$ cat src/rtl/oag_defines.svh
// constants for the operand address generator: offsets, fields, resets
`ifndef OAG_DEFINES_SVH
`define OAG_DEFINES_SVH

// register file indices of the three pointer pairs (low byte)
`define OAG_X_LO_IDX    5'h1A
`define OAG_Y_LO_IDX    5'h1C
`define OAG_Z_LO_IDX    5'h1E

// data space map
`define OAG_REGF_TOP    24'h00001F
`define OAG_IO_BASE     24'h000020
`define OAG_EXTIO_LO    24'h000060
`define OAG_EXTIO_HI    24'h0000FF

// avalon byte offsets
`define OAG_OFS_XPAGE   5'h00
`define OAG_OFS_YPAGE   5'h04
`define OAG_OFS_ZPAGE   5'h08
`define OAG_OFS_DPAGE   5'h0C
`define OAG_OFS_JPAGE   5'h10
`define OAG_OFS_LADDR   5'h14
`define OAG_OFS_LPC     5'h18

// reset values
`define OAG_PAGE_RST    8'h00
`define OAG_ADDR_RST    24'h000000
`define OAG_PC_RST      22'h000000

// field widths
`define OAG_BIT_W       3
`define OAG_DISP_W      6
`define OAG_IO_W        6
`define OAG_PTR_W       16
`define OAG_PAGE_W      8

`endif

$ cat src/rtl/oag_pkg.sv
// types shared by the operand address generator
package oag_pkg;
`include "oag_defines.svh"

    typedef enum logic [3:0] {
        M_REG1        = 4'h0,
        M_REG2        = 4'h1,
        M_IO          = 4'h2,
        M_DIRECT      = 4'h3,
        M_IND         = 4'h4,
        M_DISP        = 4'h5,
        M_PREDEC      = 4'h6,
        M_POSTINC     = 4'h7,
        M_PCONST      = 4'h8,
        M_PCONST_INC  = 4'h9,
        M_EPCONST     = 4'hA,
        M_EPCONST_INC = 4'hB,
        M_PSTORE      = 4'hC,
        M_JMP         = 4'hD,
        M_PJMP        = 4'hE,
        M_EPJMP       = 4'hF
    } oag_mode_t;

    typedef enum logic [2:0] {
        SP_NONE  = 3'h0,
        SP_REGF  = 3'h1,
        SP_IO    = 3'h2,
        SP_EXTIO = 3'h3,
        SP_MEM   = 3'h4,
        SP_PROG  = 3'h5,
        SP_PC    = 3'h6
    } oag_space_t;

    typedef struct packed {
        logic [7:0]  xpg;
        logic [7:0]  ypg;
        logic [7:0]  zpg;
        logic [7:0]  dpg;
        logic [7:0]  jpg;
        logic [23:0] last_addr;
        logic [21:0] last_pc;
        logic        waitreq;
        logic [31:0] rdata;
        logic        out_valid;
        oag_space_t  space;
        logic [23:0] data_addr;
        logic [5:0]  io_addr;
        logic [2:0]  bit_sel;
        logic [4:0]  rd_addr;
        logic [4:0]  rs_addr;
        logic [4:0]  wr_addr;
        logic        wb_en;
        logic        ptr_wb_en;
        logic [4:0]  ptr_wb_idx;
        logic [15:0] ptr_wb_val;
        logic [22:0] pm_word;
        logic        pm_hi;
        logic        pc_load;
        logic [21:0] pc_val;
    } oag_state_t;

endpackage

$ cat src/rtl/oag_ptr_unit.sv
// one pointer: pair forming, page extension, wrapped step values
`timescale 1ns/10ps
module oag_ptr_unit
#(
    parameter bit USE_PAGE = 1'b1
)
(
    input  wire logic [7:0]  lo_byte,
    input  wire logic [7:0]  hi_byte,
    input  wire logic [7:0]  page,
    output logic      [15:0] ptr,
    output logic      [23:0] ext_addr,
    output logic      [15:0] dec_val,
    output logic      [15:0] inc_val
);
    always_comb
    begin
        ptr      = {hi_byte, lo_byte};                  // [RULE_01]
        // small parts have no page register: upper byte stays zero
        ext_addr = {(USE_PAGE ? page : 8'h00), ptr};    // [RULE_20]
        // wraps modulo 2^16, the page is never carried into
        dec_val  = ptr - 16'h0001;                      // [RULE_23]
        inc_val  = ptr + 16'h0001;                      // [RULE_23]
    end
endmodule // oag_ptr_unit

$ cat src/rtl/oag_top.sv
// operand and program address generator with avalon page registers
//
// What this block does
// [RULE_01] pointers are pairs 27:26, 29:28, 31:30
// [RULE_02] bit select comes from 3-bit field
// [RULE_03] displacement is a 6-bit unsigned field
// [RULE_04] single register: read and write destination
// [RULE_05] two registers: result only to destination
// [RULE_06] io direct uses 6-bit field, low locations
// [RULE_07] extended io reached only via data modes
// [RULE_08] direct address is the second instruction word
// [RULE_09] displacement adds to pointer, pointer unchanged
// [RULE_10] plain indirect uses pointer unmodified
// [RULE_11] data addresses 0 to 31 hit registers
// [RULE_12] pre-decrement: decrement, use, keep value
// [RULE_13] post-increment: use old value, then increment
// [RULE_14] constant read: word from bits 15:1, bit0 byte
// [RULE_15] software clears pointer bit0 before store
// [RULE_16] extended constant read prepends page register
// [RULE_17] increment forms keep byte select and page
// [RULE_18] absolute jump loads immediate target
// [RULE_19] pointer jump loads the third pointer
// [RULE_20] page registers extend pointers on large parts
// [RULE_21] direct page register extends direct addressing
// [RULE_22] jump page register extends pointer jumps
// [RULE_23] pointer write-back wraps modulo sixteen bits
//
// The implementer's own choices: the placing of the registers and the Avalon-MM register port.
`timescale 1ns/10ps
`include "oag_defines.svh"
module oag_top
    import oag_pkg::*;
#(
    parameter bit BIG_DATA = 1'b1,
    parameter bit BIG_PROG = 1'b1
)
(
    input  wire logic        core_clk,
    input  wire logic        nrst,
    input  wire logic        req_valid,
    input  wire oag_mode_t   mode,
    input  wire logic [1:0]  ptr_sel,
    input  wire logic [4:0]  dst_reg,
    input  wire logic [4:0]  src_reg,
    input  wire logic [5:0]  io_field,
    input  wire logic [5:0]  disp_field,
    input  wire logic [2:0]  bit_field,
    input  wire logic [15:0] word2,
    input  wire logic [21:0] imm_target,
    input  wire logic [47:0] rf_ptr_bytes,
    input  wire logic [4:0]  avs_address,
    input  wire logic        avs_read,
    input  wire logic        avs_write,
    input  wire logic [31:0] avs_writedata,
    input  wire logic [3:0]  avs_byteenable,
    output logic      [31:0] avs_readdata,
    output logic             avs_waitrequest,
    output logic             out_valid,
    output oag_space_t       space,
    output logic      [23:0] data_addr,
    output logic      [5:0]  io_addr,
    output logic      [2:0]  bit_sel,
    output logic      [4:0]  rd_addr,
    output logic      [4:0]  rs_addr,
    output logic      [4:0]  wr_addr,
    output logic             wb_en,
    output logic             ptr_wb_en,
    output logic      [4:0]  ptr_wb_idx,
    output logic      [15:0] ptr_wb_val,
    output logic      [22:0] pm_word,
    output logic             pm_hi,
    output logic             pc_load,
    output logic      [21:0] pc_val
);
    oag_state_t  s_q;
    oag_state_t  s_d;
    logic [15:0] ptr_v   [3];
    logic [23:0] ext_v   [3];
    logic [15:0] dec_v   [3];
    logic [15:0] inc_v   [3];
    logic [7:0]  page_v  [3];
    logic [15:0] ptr_cur;
    logic [23:0] ext_cur;
    logic [4:0]  idx_cur;
    logic [15:0] disp_sum;
    logic [7:0]  ppage;

    assign page_v[0] = s_q.xpg;
    assign page_v[1] = s_q.ypg;
    assign page_v[2] = s_q.zpg;

    for (genvar g = 0; g < 3; g++)
    begin : g_ptr
        oag_ptr_unit #(
            .USE_PAGE (BIG_DATA)
        ) u_ptr (
            .lo_byte  (rf_ptr_bytes[16*g +: 8]),
            .hi_byte  (rf_ptr_bytes[16*g+8 +: 8]),
            .page     (page_v[g]),
            .ptr      (ptr_v[g]),
            .ext_addr (ext_v[g]),
            .dec_val  (dec_v[g]),
            .inc_val  (inc_v[g])
        );
    end

    // selector value 3 is not a pointer; it falls back to the third
    always_comb
    begin
        unique case (ptr_sel)
            2'd0:
            begin
                ptr_cur = ptr_v[0];
                ext_cur = ext_v[0];
                idx_cur = `OAG_X_LO_IDX;
                ppage   = s_q.xpg;
            end
            2'd1:
            begin
                ptr_cur = ptr_v[1];
                ext_cur = ext_v[1];
                idx_cur = `OAG_Y_LO_IDX;
                ppage   = s_q.ypg;
            end
            default:
            begin
                ptr_cur = ptr_v[2];
                ext_cur = ext_v[2];
                idx_cur = `OAG_Z_LO_IDX;
                ppage   = s_q.zpg;
            end
        endcase
        if (!BIG_DATA)
        begin
            ppage = 8'h00;
        end
    end

    assign disp_sum = ptr_cur + {10'h000, disp_field};  // [RULE_03]

    function automatic oag_space_t classify(input logic [23:0] a);
        if (a <= `OAG_REGF_TOP)
            return SP_REGF;                             // [RULE_11]
        else if (a < `OAG_EXTIO_LO)
            return SP_IO;
        else if (a <= `OAG_EXTIO_HI)
            return SP_EXTIO;                            // [RULE_07]
        else
            return SP_MEM;
    endfunction

    always_comb
    begin
        s_d           = s_q;
        s_d.out_valid = 1'b0;
        s_d.wb_en     = 1'b0;
        s_d.ptr_wb_en = 1'b0;
        s_d.pc_load   = 1'b0;
        if (req_valid)
        begin
            s_d.out_valid = 1'b1;
            s_d.bit_sel   = bit_field;                  // [RULE_02]
            s_d.rd_addr   = dst_reg;
            s_d.rs_addr   = src_reg;
            s_d.wr_addr   = dst_reg;
            s_d.space     = SP_NONE;
            s_d.pm_hi     = 1'b0;
            unique case (mode)
                M_REG1:
                begin
                    s_d.space = SP_REGF;
                    s_d.wb_en = 1'b1;                   // [RULE_04]
                end
                M_REG2:
                begin
                    s_d.space = SP_REGF;
                    s_d.wb_en = 1'b1;                   // [RULE_05]
                end
                M_IO:
                begin
                    // only 64 locations fit the field
                    s_d.space     = SP_IO;              // [RULE_06]
                    s_d.io_addr   = io_field;
                    s_d.data_addr = `OAG_IO_BASE + {18'h0, io_field};
                end
                M_DIRECT:
                begin
                    s_d.data_addr = {(BIG_DATA ? s_q.dpg : 8'h00),
                                     word2};            // [RULE_08] [RULE_21]
                end
                M_IND:
                begin
                    s_d.data_addr = ext_cur;            // [RULE_10]
                end
                M_DISP:
                begin
                    s_d.data_addr = {ppage, disp_sum};  // [RULE_09]
                end
                M_PREDEC:
                begin
                    s_d.data_addr  = {ppage, dec_v[ptr_sel == 2'd3 ?
                                     2'd2 : ptr_sel]};  // [RULE_12]
                    s_d.ptr_wb_en  = 1'b1;              // [RULE_23]
                    s_d.ptr_wb_idx = idx_cur;
                    s_d.ptr_wb_val = ptr_cur - 16'h0001;
                end
                M_POSTINC:
                begin
                    s_d.data_addr  = ext_cur;           // [RULE_13]
                    s_d.ptr_wb_en  = 1'b1;              // [RULE_23]
                    s_d.ptr_wb_idx = idx_cur;
                    s_d.ptr_wb_val = ptr_cur + 16'h0001;
                end
                M_PCONST, M_PCONST_INC, M_EPCONST, M_EPCONST_INC,
                M_PSTORE:
                begin
                    s_d.space   = SP_PROG;
                    s_d.pm_word = {8'h00, ptr_v[2][15:1]};  // [RULE_14]
                    // a store relies on software clearing bit 0
                    s_d.pm_hi   = (mode != M_PSTORE) &&
                                  ptr_v[2][0];          // [RULE_14] [RULE_15]
                    if ((mode == M_EPCONST || mode == M_EPCONST_INC)
                        && BIG_PROG)
                    begin
                        s_d.pm_word[22:15] = s_q.zpg;   // [RULE_16] [RULE_20]
                    end
                    if (mode == M_PCONST_INC || mode == M_EPCONST_INC)
                    begin
                        s_d.ptr_wb_en  = 1'b1;          // [RULE_17]
                        s_d.ptr_wb_idx = `OAG_Z_LO_IDX;
                        s_d.ptr_wb_val = inc_v[2];      // [RULE_23]
                    end
                end
                M_JMP:
                begin
                    s_d.space   = SP_PC;
                    s_d.pc_load = 1'b1;
                    s_d.pc_val  = imm_target;           // [RULE_18]
                end
                M_PJMP:
                begin
                    s_d.space   = SP_PC;
                    s_d.pc_load = 1'b1;
                    s_d.pc_val  = {6'h00, ptr_v[2]};    // [RULE_19]
                end
                M_EPJMP:
                begin
                    s_d.space   = SP_PC;
                    s_d.pc_load = 1'b1;
                    s_d.pc_val  = {(BIG_PROG ? s_q.jpg[5:0] : 6'h00),
                                   ptr_v[2]};           // [RULE_22]
                end
            endcase
            if (mode inside {M_DIRECT, M_IND, M_DISP, M_PREDEC,
                             M_POSTINC})
            begin
                s_d.space     = classify(s_d.data_addr);
                s_d.last_addr = s_d.data_addr;
            end
            if (s_d.pc_load)
            begin
                s_d.last_pc = s_d.pc_val;
            end
        end

        // avalon slave: one wait cycle, answer on the second edge
        if (!s_q.waitreq)
        begin
            s_d.waitreq = 1'b1;
            if (avs_write && avs_byteenable[0])
            begin
                unique case (avs_address)
                    `OAG_OFS_XPAGE: s_d.xpg = avs_writedata[7:0];
                    `OAG_OFS_YPAGE: s_d.ypg = avs_writedata[7:0];
                    `OAG_OFS_ZPAGE: s_d.zpg = avs_writedata[7:0];
                    `OAG_OFS_DPAGE: s_d.dpg = avs_writedata[7:0];
                    `OAG_OFS_JPAGE: s_d.jpg = avs_writedata[7:0];
                    default: ;
                endcase
            end
        end
        else if (avs_read || avs_write)
        begin
            s_d.waitreq = 1'b0;
            unique case (avs_address)
                `OAG_OFS_XPAGE: s_d.rdata = {24'h0, s_q.xpg};
                `OAG_OFS_YPAGE: s_d.rdata = {24'h0, s_q.ypg};
                `OAG_OFS_ZPAGE: s_d.rdata = {24'h0, s_q.zpg};
                `OAG_OFS_DPAGE: s_d.rdata = {24'h0, s_q.dpg};
                `OAG_OFS_JPAGE: s_d.rdata = {24'h0, s_q.jpg};
                `OAG_OFS_LADDR: s_d.rdata = {8'h0, s_q.last_addr};
                `OAG_OFS_LPC:   s_d.rdata = {10'h0, s_q.last_pc};
                default:        s_d.rdata = 32'h0000_0000;
            endcase
        end
    end

    always_ff @(posedge core_clk or negedge nrst)
    begin
        if (!nrst)
        begin
            s_q           <= '0;
            s_q.xpg       <= `OAG_PAGE_RST;
            s_q.ypg       <= `OAG_PAGE_RST;
            s_q.zpg       <= `OAG_PAGE_RST;
            s_q.dpg       <= `OAG_PAGE_RST;
            s_q.jpg       <= `OAG_PAGE_RST;
            s_q.last_addr <= `OAG_ADDR_RST;
            s_q.last_pc   <= `OAG_PC_RST;
            s_q.waitreq   <= 1'b1;
            s_q.space     <= SP_NONE;
        end
        else
        begin
            s_q <= s_d;
        end
    end

    assign avs_readdata    = s_q.rdata;
    assign avs_waitrequest = s_q.waitreq;
    assign out_valid       = s_q.out_valid;
    assign space           = s_q.space;
    assign data_addr       = s_q.data_addr;
    assign io_addr         = s_q.io_addr;
    assign bit_sel         = s_q.bit_sel;
    assign rd_addr         = s_q.rd_addr;
    assign rs_addr         = s_q.rs_addr;
    assign wr_addr         = s_q.wr_addr;
    assign wb_en           = s_q.wb_en;
    assign ptr_wb_en       = s_q.ptr_wb_en;
    assign ptr_wb_idx      = s_q.ptr_wb_idx;
    assign ptr_wb_val      = s_q.ptr_wb_val;
    assign pm_word         = s_q.pm_word;
    assign pm_hi           = s_q.pm_hi;
    assign pc_load         = s_q.pc_load;
    assign pc_val          = s_q.pc_val;
endmodule // oag_top

$ cat config.mk
export PLATFORM = sky130hd
export DESIGN_NAME = oag_top
export DESIGN_NICKNAME = d
export VERILOG_FILES = /design/src/rtl/oag_pkg.sv /design/src/rtl/oag_ptr_unit.sv /design/src/rtl/oag_top.sv
export VERILOG_INCLUDE_DIRS = /design/src /design/src/rtl
export SDC_FILE = /design/constraint.sdc
export NUM_CORES = 1
export LEC_CHECK = 0
export BUFFER_PORTS_ARGS = -buffer_cell sky130_fd_sc_hd__buf_2
export CAP_MARGIN = 20
export CORE_MARGIN = 2
export CORE_UTILIZATION = 49
export CTS_CLUSTER_SIZE = 16
export DETAILED_ROUTE_END_ITERATION = 7
export PLACE_DENSITY = 0.84
export SETUP_SLACK_MARGIN = 0.15
export SYNTH_ARGS = -nofsm -noshare
export SYNTH_HDL_FRONTEND = slang
export SYNTH_SLANG_ARGS = --single-unit
$ cat constraint.sdc
create_clock -name core_clk -period 6.35 [get_ports core_clk]
set_input_delay 1.27 -clock core_clk [delete_from_list [all_inputs] [get_ports core_clk]]
set_output_delay 1.27 -clock core_clk [all_outputs]
set_load 0.01 [all_outputs]
# == After elaboration in Yosys (flattened, before gate mapping) ==
# Index checks and enable logic that the tools add are counted.
# word_totals
regBits,236
inputBits,163
output_inout_bits,155
elab_cells,115
# classes
n_addsub,8
order_cmp,4
n_eq_ne,25
mux,27
bitwise,2
n_reduce_logical,25
# op_table
op,n
24-bit one-hot mux with 7 select lines,1
122-bit 2-to-1 mux,1
24-bit one-hot mux with 5 select lines,1
23-bit one-hot mux with 3 select lines,1
22-bit one-hot mux with 3 select lines,1
"16-bit by 1-bit subtractor with 16-bit output, second input constant",4
24-bit 2-to-1 mux,2
24-bit one-hot mux with 2 select lines,1
33-bit 2-to-1 mux,1
"16-bit by 1-bit adder with 16-bit output, second input constant",2
16-bit binary-select mux with 2-bit select,1
"4-bit == test, second input constant",8
16-bit 2-to-1 mux,2
16-bit one-hot mux with 2 select lines,1
"24-bit by 5-bit <= comparator with 1-bit output, second input constant",1
"24-bit by 8-bit <= comparator with 1-bit output, second input constant",1
"24-bit by 7-bit < comparator with 1-bit output, second input constant",1
23-bit 2-to-1 mux,1
22-bit 2-to-1 mux,1
3-bit AND reduction,6
16-bit by 6-bit adder with 16-bit output,1
"4-bit by 3-bit == test with 1-bit output, second input constant",4
8-bit one-hot mux with 2 select lines,1
"5-bit == test, second input constant",3
30 further kinds,44

# == Longest topological paths before layout ==
# depth
depth_word,14
depth_mapped,17
ltp_nobuf,13

# == By module ==
# From an unflattened synthesis, not the netlist that was laid out.
# unflattened
cells_unflattened,1833
hier_area_um2,16195.5
# by_module_without_submodules
module,instances,cells_each,area_each_um2,seq_area_each_um2
oag_top,1,1470,13594.3,5656.7
oag_ptr_unit,3,121,867.1,0.0

# == Least setup slack after synthesis ==
# Ideal clock, no wire load.
# synth_path
path_type,input-to-reg
from,input port ptr_sel[0]
to,register space[2] (netlist name)
setup_ns,0.126
arrival_ns,5.241
required_ns,6.224
path_slack_ns,0.983
stages,16
path_buffers,4
path_cell_list,buf_2 -> buf_2 -> buf_2 -> buf_1 -> mux2i_1 -> o21ai_0 -> fa_1 -> a211o_1 -> o211ai_1 -> a2111o_1 -> xor2_1 -> nor2_1 -> o32a_1 -> nor4b_2 -> nand4b_1 -> a221o_1
# synth_between
elab_chain_cells,13
elab_cells_between_ends,21
cone_classes,1 x add/sub; 3 x order compare; 2 x eq/ne; 13 x mux; 1 x bitwise; 1 x reduce/logical
# synth_lines
item,line_no,rtl
"start, declared",oag_top.sv:42,"input wire logic [1:0] ptr_sel,"
branches (longest 6 deep; another with 16-bit by 6-bit adder with 16-bit output),-,
24-bit one-hot mux with 5 select lines *,oag_top.sv:168,unique case (mode)
24-bit 2-to-1 mux *,oag_top.sv:159,if (req_valid)
24-bit by 8-bit <= comparator with 1-bit output (no line),-,
3-bit 2-to-1 mux,oag_top.sv:146,else if (a <= `OAG_EXTIO_HI)
3-bit 2-to-1 mux,oag_top.sv:144,else if (a < `OAG_EXTIO_LO)
3-bit 2-to-1 mux *,oag_top.sv:142,if (a <= `OAG_REGF_TOP)
3-bit 2-to-1 mux *,oag_top.sv:254,"if (mode inside {M_DIRECT, M_IND, M_DISP, M_PREDEC,"
# Every way passes the cells marked *. The select of a mux whose other input is x is not followed.
# A chain may end at the register's enable or synchronous reset.

# == Worst setup path after layout ==
# layout_path
from,input port ptr_sel[1]
to,register space[2] (netlist name)
# layout_between
elab_chain_cells,13
elab_cells_between_ends,21
cone_classes,1 x add/sub; 3 x order compare; 2 x eq/ne; 13 x mux; 1 x bitwise; 1 x reduce/logical
# layout_lines
item,line_no
branches (longest 6 deep; another with 16-bit by 6-bit adder with 16-bit output),-
24-bit one-hot mux with 5 select lines *,oag_top.sv:168
24-bit 2-to-1 mux *,oag_top.sv:159
24-bit by 8-bit <= comparator with 1-bit output (no line),-
3-bit 2-to-1 mux,oag_top.sv:146
3-bit 2-to-1 mux,oag_top.sv:144
3-bit 2-to-1 mux *,oag_top.sv:142
3-bit 2-to-1 mux *,oag_top.sv:254
# Marked as above.

==> flow_metrics.py <==
metrics = {
    "run_status": {
        "status": "finished, violations left",
        "violations": "DRC",
    },
    "floorplan": {
        "rows": 61,
        "dieArea_sq_um": 29700,
        "ios": 318,
        "initial_core_util_pct": 49.8,
        "core_sq_um": 27900,
        "die_w_um": 172,
        "die_height_um": 172,
    },
    "detailed_routing": {
        "num_vias": 12000,
        "postRouteAntennaNets": 0,
        "drtIter0Drc": 1543,
        "wl_um": 45200,
        "vias_per_cell": 6.02,
        "firstDrtPassIters": 8,
        "routedWlPerCell_um": 22.6,
        "drcViolationCount": 2,
    },
    "clock_network": {
        "post_cts_buffers": 0,
        "cts_max_path_buffers": 3,
        "holdBufCountCts": 0,
        "cts_root_buffer": "clkbuf_16",
        "cts_tree": "done",
        "clk_latency_ps": 560,
        "cts_buffers": 25,
        "post_cts_resized": 0,
        "cts-htree-levels": 1,
        "clock-sinks": 226,
        "clk_pin_slew_ps": 70,
    },
    "critical_path": {
        "cp-start-kind": "primary input",
        "crit_chain": "buf_2 > clkinv_1 > buf_4 > a21oi_1 > ha_1 > fa_1 > a211o_1 > o211ai_1 > a2111o_1 > xor2_1 > nor2_1 > o32a_1 > nor4b_2 > nand4b_1 > a221o_1",
        "cp.required_ps": 6790,
        "max_stage_delay_ps": 570,
        "cp-end-kind": "flip-flop",
        "arrival_ps": 5360,
        "r2r_start": "page_v[11]$_DFFE_PN0P_",
        "path_max_fanout": 24,
        "cp_slowest_cell": "a2111o_1",
        "r2r_slack_ps": 3380,
        "crit_type": "primary input to flip-flop",
        "worst-r2r-cell-count": 8,
        "r2r_end": "space[2]$_DFFE_PN0P_",
    },
    "finish": {
        "fin_nets": 1784,
        "postLayoutCoreUtil_pct": 55.2,
        "nFillCells": 2506,
        "area_growth_pct": 11.0,
        "drive_above_1_share_pct": 27.9,
        "stdcell_count": 1995,
    },
    "global_routing": {
        "grt_pass1_wl_um": 67200,
        "grt_pass1_vias": 11300,
        "overflow": 0,
        "grt_max_degree": 136,
        "grt_usage_pct": 29.8,
        "antenna_found_initial": 3,
    },
    "logic_synthesis": {
        "async_flop_share_pct": 100,
        "synth.area.top_cells": "dfrtp_1, buf_4, mux2_2",
        "synth.most_common_cell": "dfrtp_1",
        "syn_inst": 1494,
        "synth_common_cells": "dfrtp_1, nor2_1, buf_4",
        "syn_area_sq_um": 13900,
        "ys.flop_type": "dfrtp_1",
        "synth-edff-count": 0,
        "yosysTopAreaCellShare_pct": 40.6,
        "synth_area_per_cell_sq_um": 9.28,
        "synth.distinct_cells": 71,
        "ys_seq_area_share_pct": 40.8,
        "yosys_warnings": 0,
        "ys_ff_latch": 226,
        "yosysTopAreaCell": "dfrtp_1",
    },
    "placement": {
        "preCtsSetupSlack_ps": 1070,
        "dp_hpwl_um": 33600,
        "dp_cells": 1945,
        "place_congestion": 0.978,
        "io_buffers": 281,
    },
    "timing": {
        "setup_ws_ps": 1430,
        "totalNegativeSetupSlack_ps": 0,
        "rsz0062_at_grt": "no",
        "finalClockSkew_ps": 13.0,
        "post-route-period-util_pct": 77.4,
        "setup_viol": 0,
        "finalCriticalPeriod_ps": 4920,
        "slew_headroom_pct": 21.7,
        "fmax_ghz": 0.203,
        "final_hold_viol_count": 0,
        "finalMaxSlewViolations": 0,
        "worst_pin_slew_ps": 1170,
    },
    "pwr": {
        "power.total_uw": 4310,
        "p_leak_uw": 0.00719,
        "p_per_area_nw_per_um2": 280,
        "ir_drop_mv": 0.234,
    },
    "worst_hold_path": {
        "hold_end": "pm_word[21]$_DFFE_PN0P_",
        "hp-start": "pm_word[21]$_DFFE_PN0P_",
        "hold_path_depth": 2,
        "hp-class": "flip-flop to flip-flop",
    },
    "run": {
        "max_cap_violations": 0,
    },
}
[kinds of logic after synthesis]
logic type               synth area share [%]
XOR/XNOR                                 3.98
buffers and inverters                    11.6
adder cells (fa/ha/maj)                  2.45
AND/OR/NAND/NOR                          14.2
AO/OA/AOI/OAI                            16.0
multiplexers                             11.0
other                                  0.0270
flip-flops                               40.8
[worst max path at each step]
stage / from / to / slack, ps / depth (start not counted)
2_1_floorplan: ptr_sel[0] / space[2]$_DFFE_PN0P_ / 980 / 16
3_3_place_gp: ptr_sel[1] / space[2]$_DFFE_PN0P_ / 1140 / 15
3_5_place_dp: ptr_sel[1] / space[2]$_DFFE_PN0P_ / 1070 / 15
4_1_cts: ptr_sel[1] / space[2]$_DFFE_PN0P_ / 1650 / 15
5_1_grt: ptr_sel[1] / space[2]$_DFFE_PN0P_ / 1260 / 15
6_report: ptr_sel[1] / space[2]$_DFFE_PN0P_ / 1430 / 15
[cell usage in the layout, fill, tap and decap left out, types with 32 or more instances in the layout]
cell        n
a21oi_1    72
xor2_1     32
mux2_2     89
buf_2     281
inv_1      35
mux2i_1    52
nor2_1    192
nand2_1   101
o21ai_0    75
a221oi_1   34
dfrtp_1   225
[state kept, by name (all words and copies together), names as in the netlist]
register,cells
s_q,62
avs_readdata,24
data_addr,24
page_v,24
pm_word,23
pc_val,22
ptr_wb_val,16
io_addr,6
rs_addr,5
wr_addr,5
bit_sel,3
ptr_wb_idx,3
space,3
avs_waitrequest,1
out_valid,1
pc_load,1
pm_hi,1
ptr_wb_en,1
wb_en,1
[report_power, final]
part           switching (uW)  internal, uW  total, uW
Clock                     646           898       1540
Combinational             574           388        962
Sequential                154          1650       1800
[metrics by stage]
stage | cell area, sq um | hold WS, ps
after floorplan | 13900 | 451
after global placement | 14500 | 460
after detailed placement | 14500 | 467
after CTS | 15400 | 481
after global routing | 15400 | 509
final | 15400 | 473
[per-layer routing]
layer | wire (um) | track usage (%) | up-vias | part of all wire (%)
met5 | 0 | 0 | - | 0
met4 | 1570 | 11.3 | 0 | 3.5
met3 | 4410 | 5.38 | 104 | 9.8
met2 | 20500 | 46.2 | 676 | 45
met1 | 18700 | 41.7 | 5849 | 41
li1 | - | - | 5389 | -
[worst max-delay path, delay by kind of cell]
kind            cells  cell delay (ps)
fa+ha+maj           2              590
buf+inv             3              640
simple gates        3              580
xor+xnor            1              180
compound gates      6             2070
[area by class of cell]
type	count	area [sq um]	share of cell area (%)
multi-input cells	1002	6650	43.2
clock inverters	15	175	1.14
diodes	3	7.51	0.0488
well taps	378	473	3.07
flip-flops and latches	226	5660	36.8
inverters	37	139	0.903
repair buffers	303	1600	10.4
clock buffers	31	688	4.47
(Power assumes the default switching activity.)
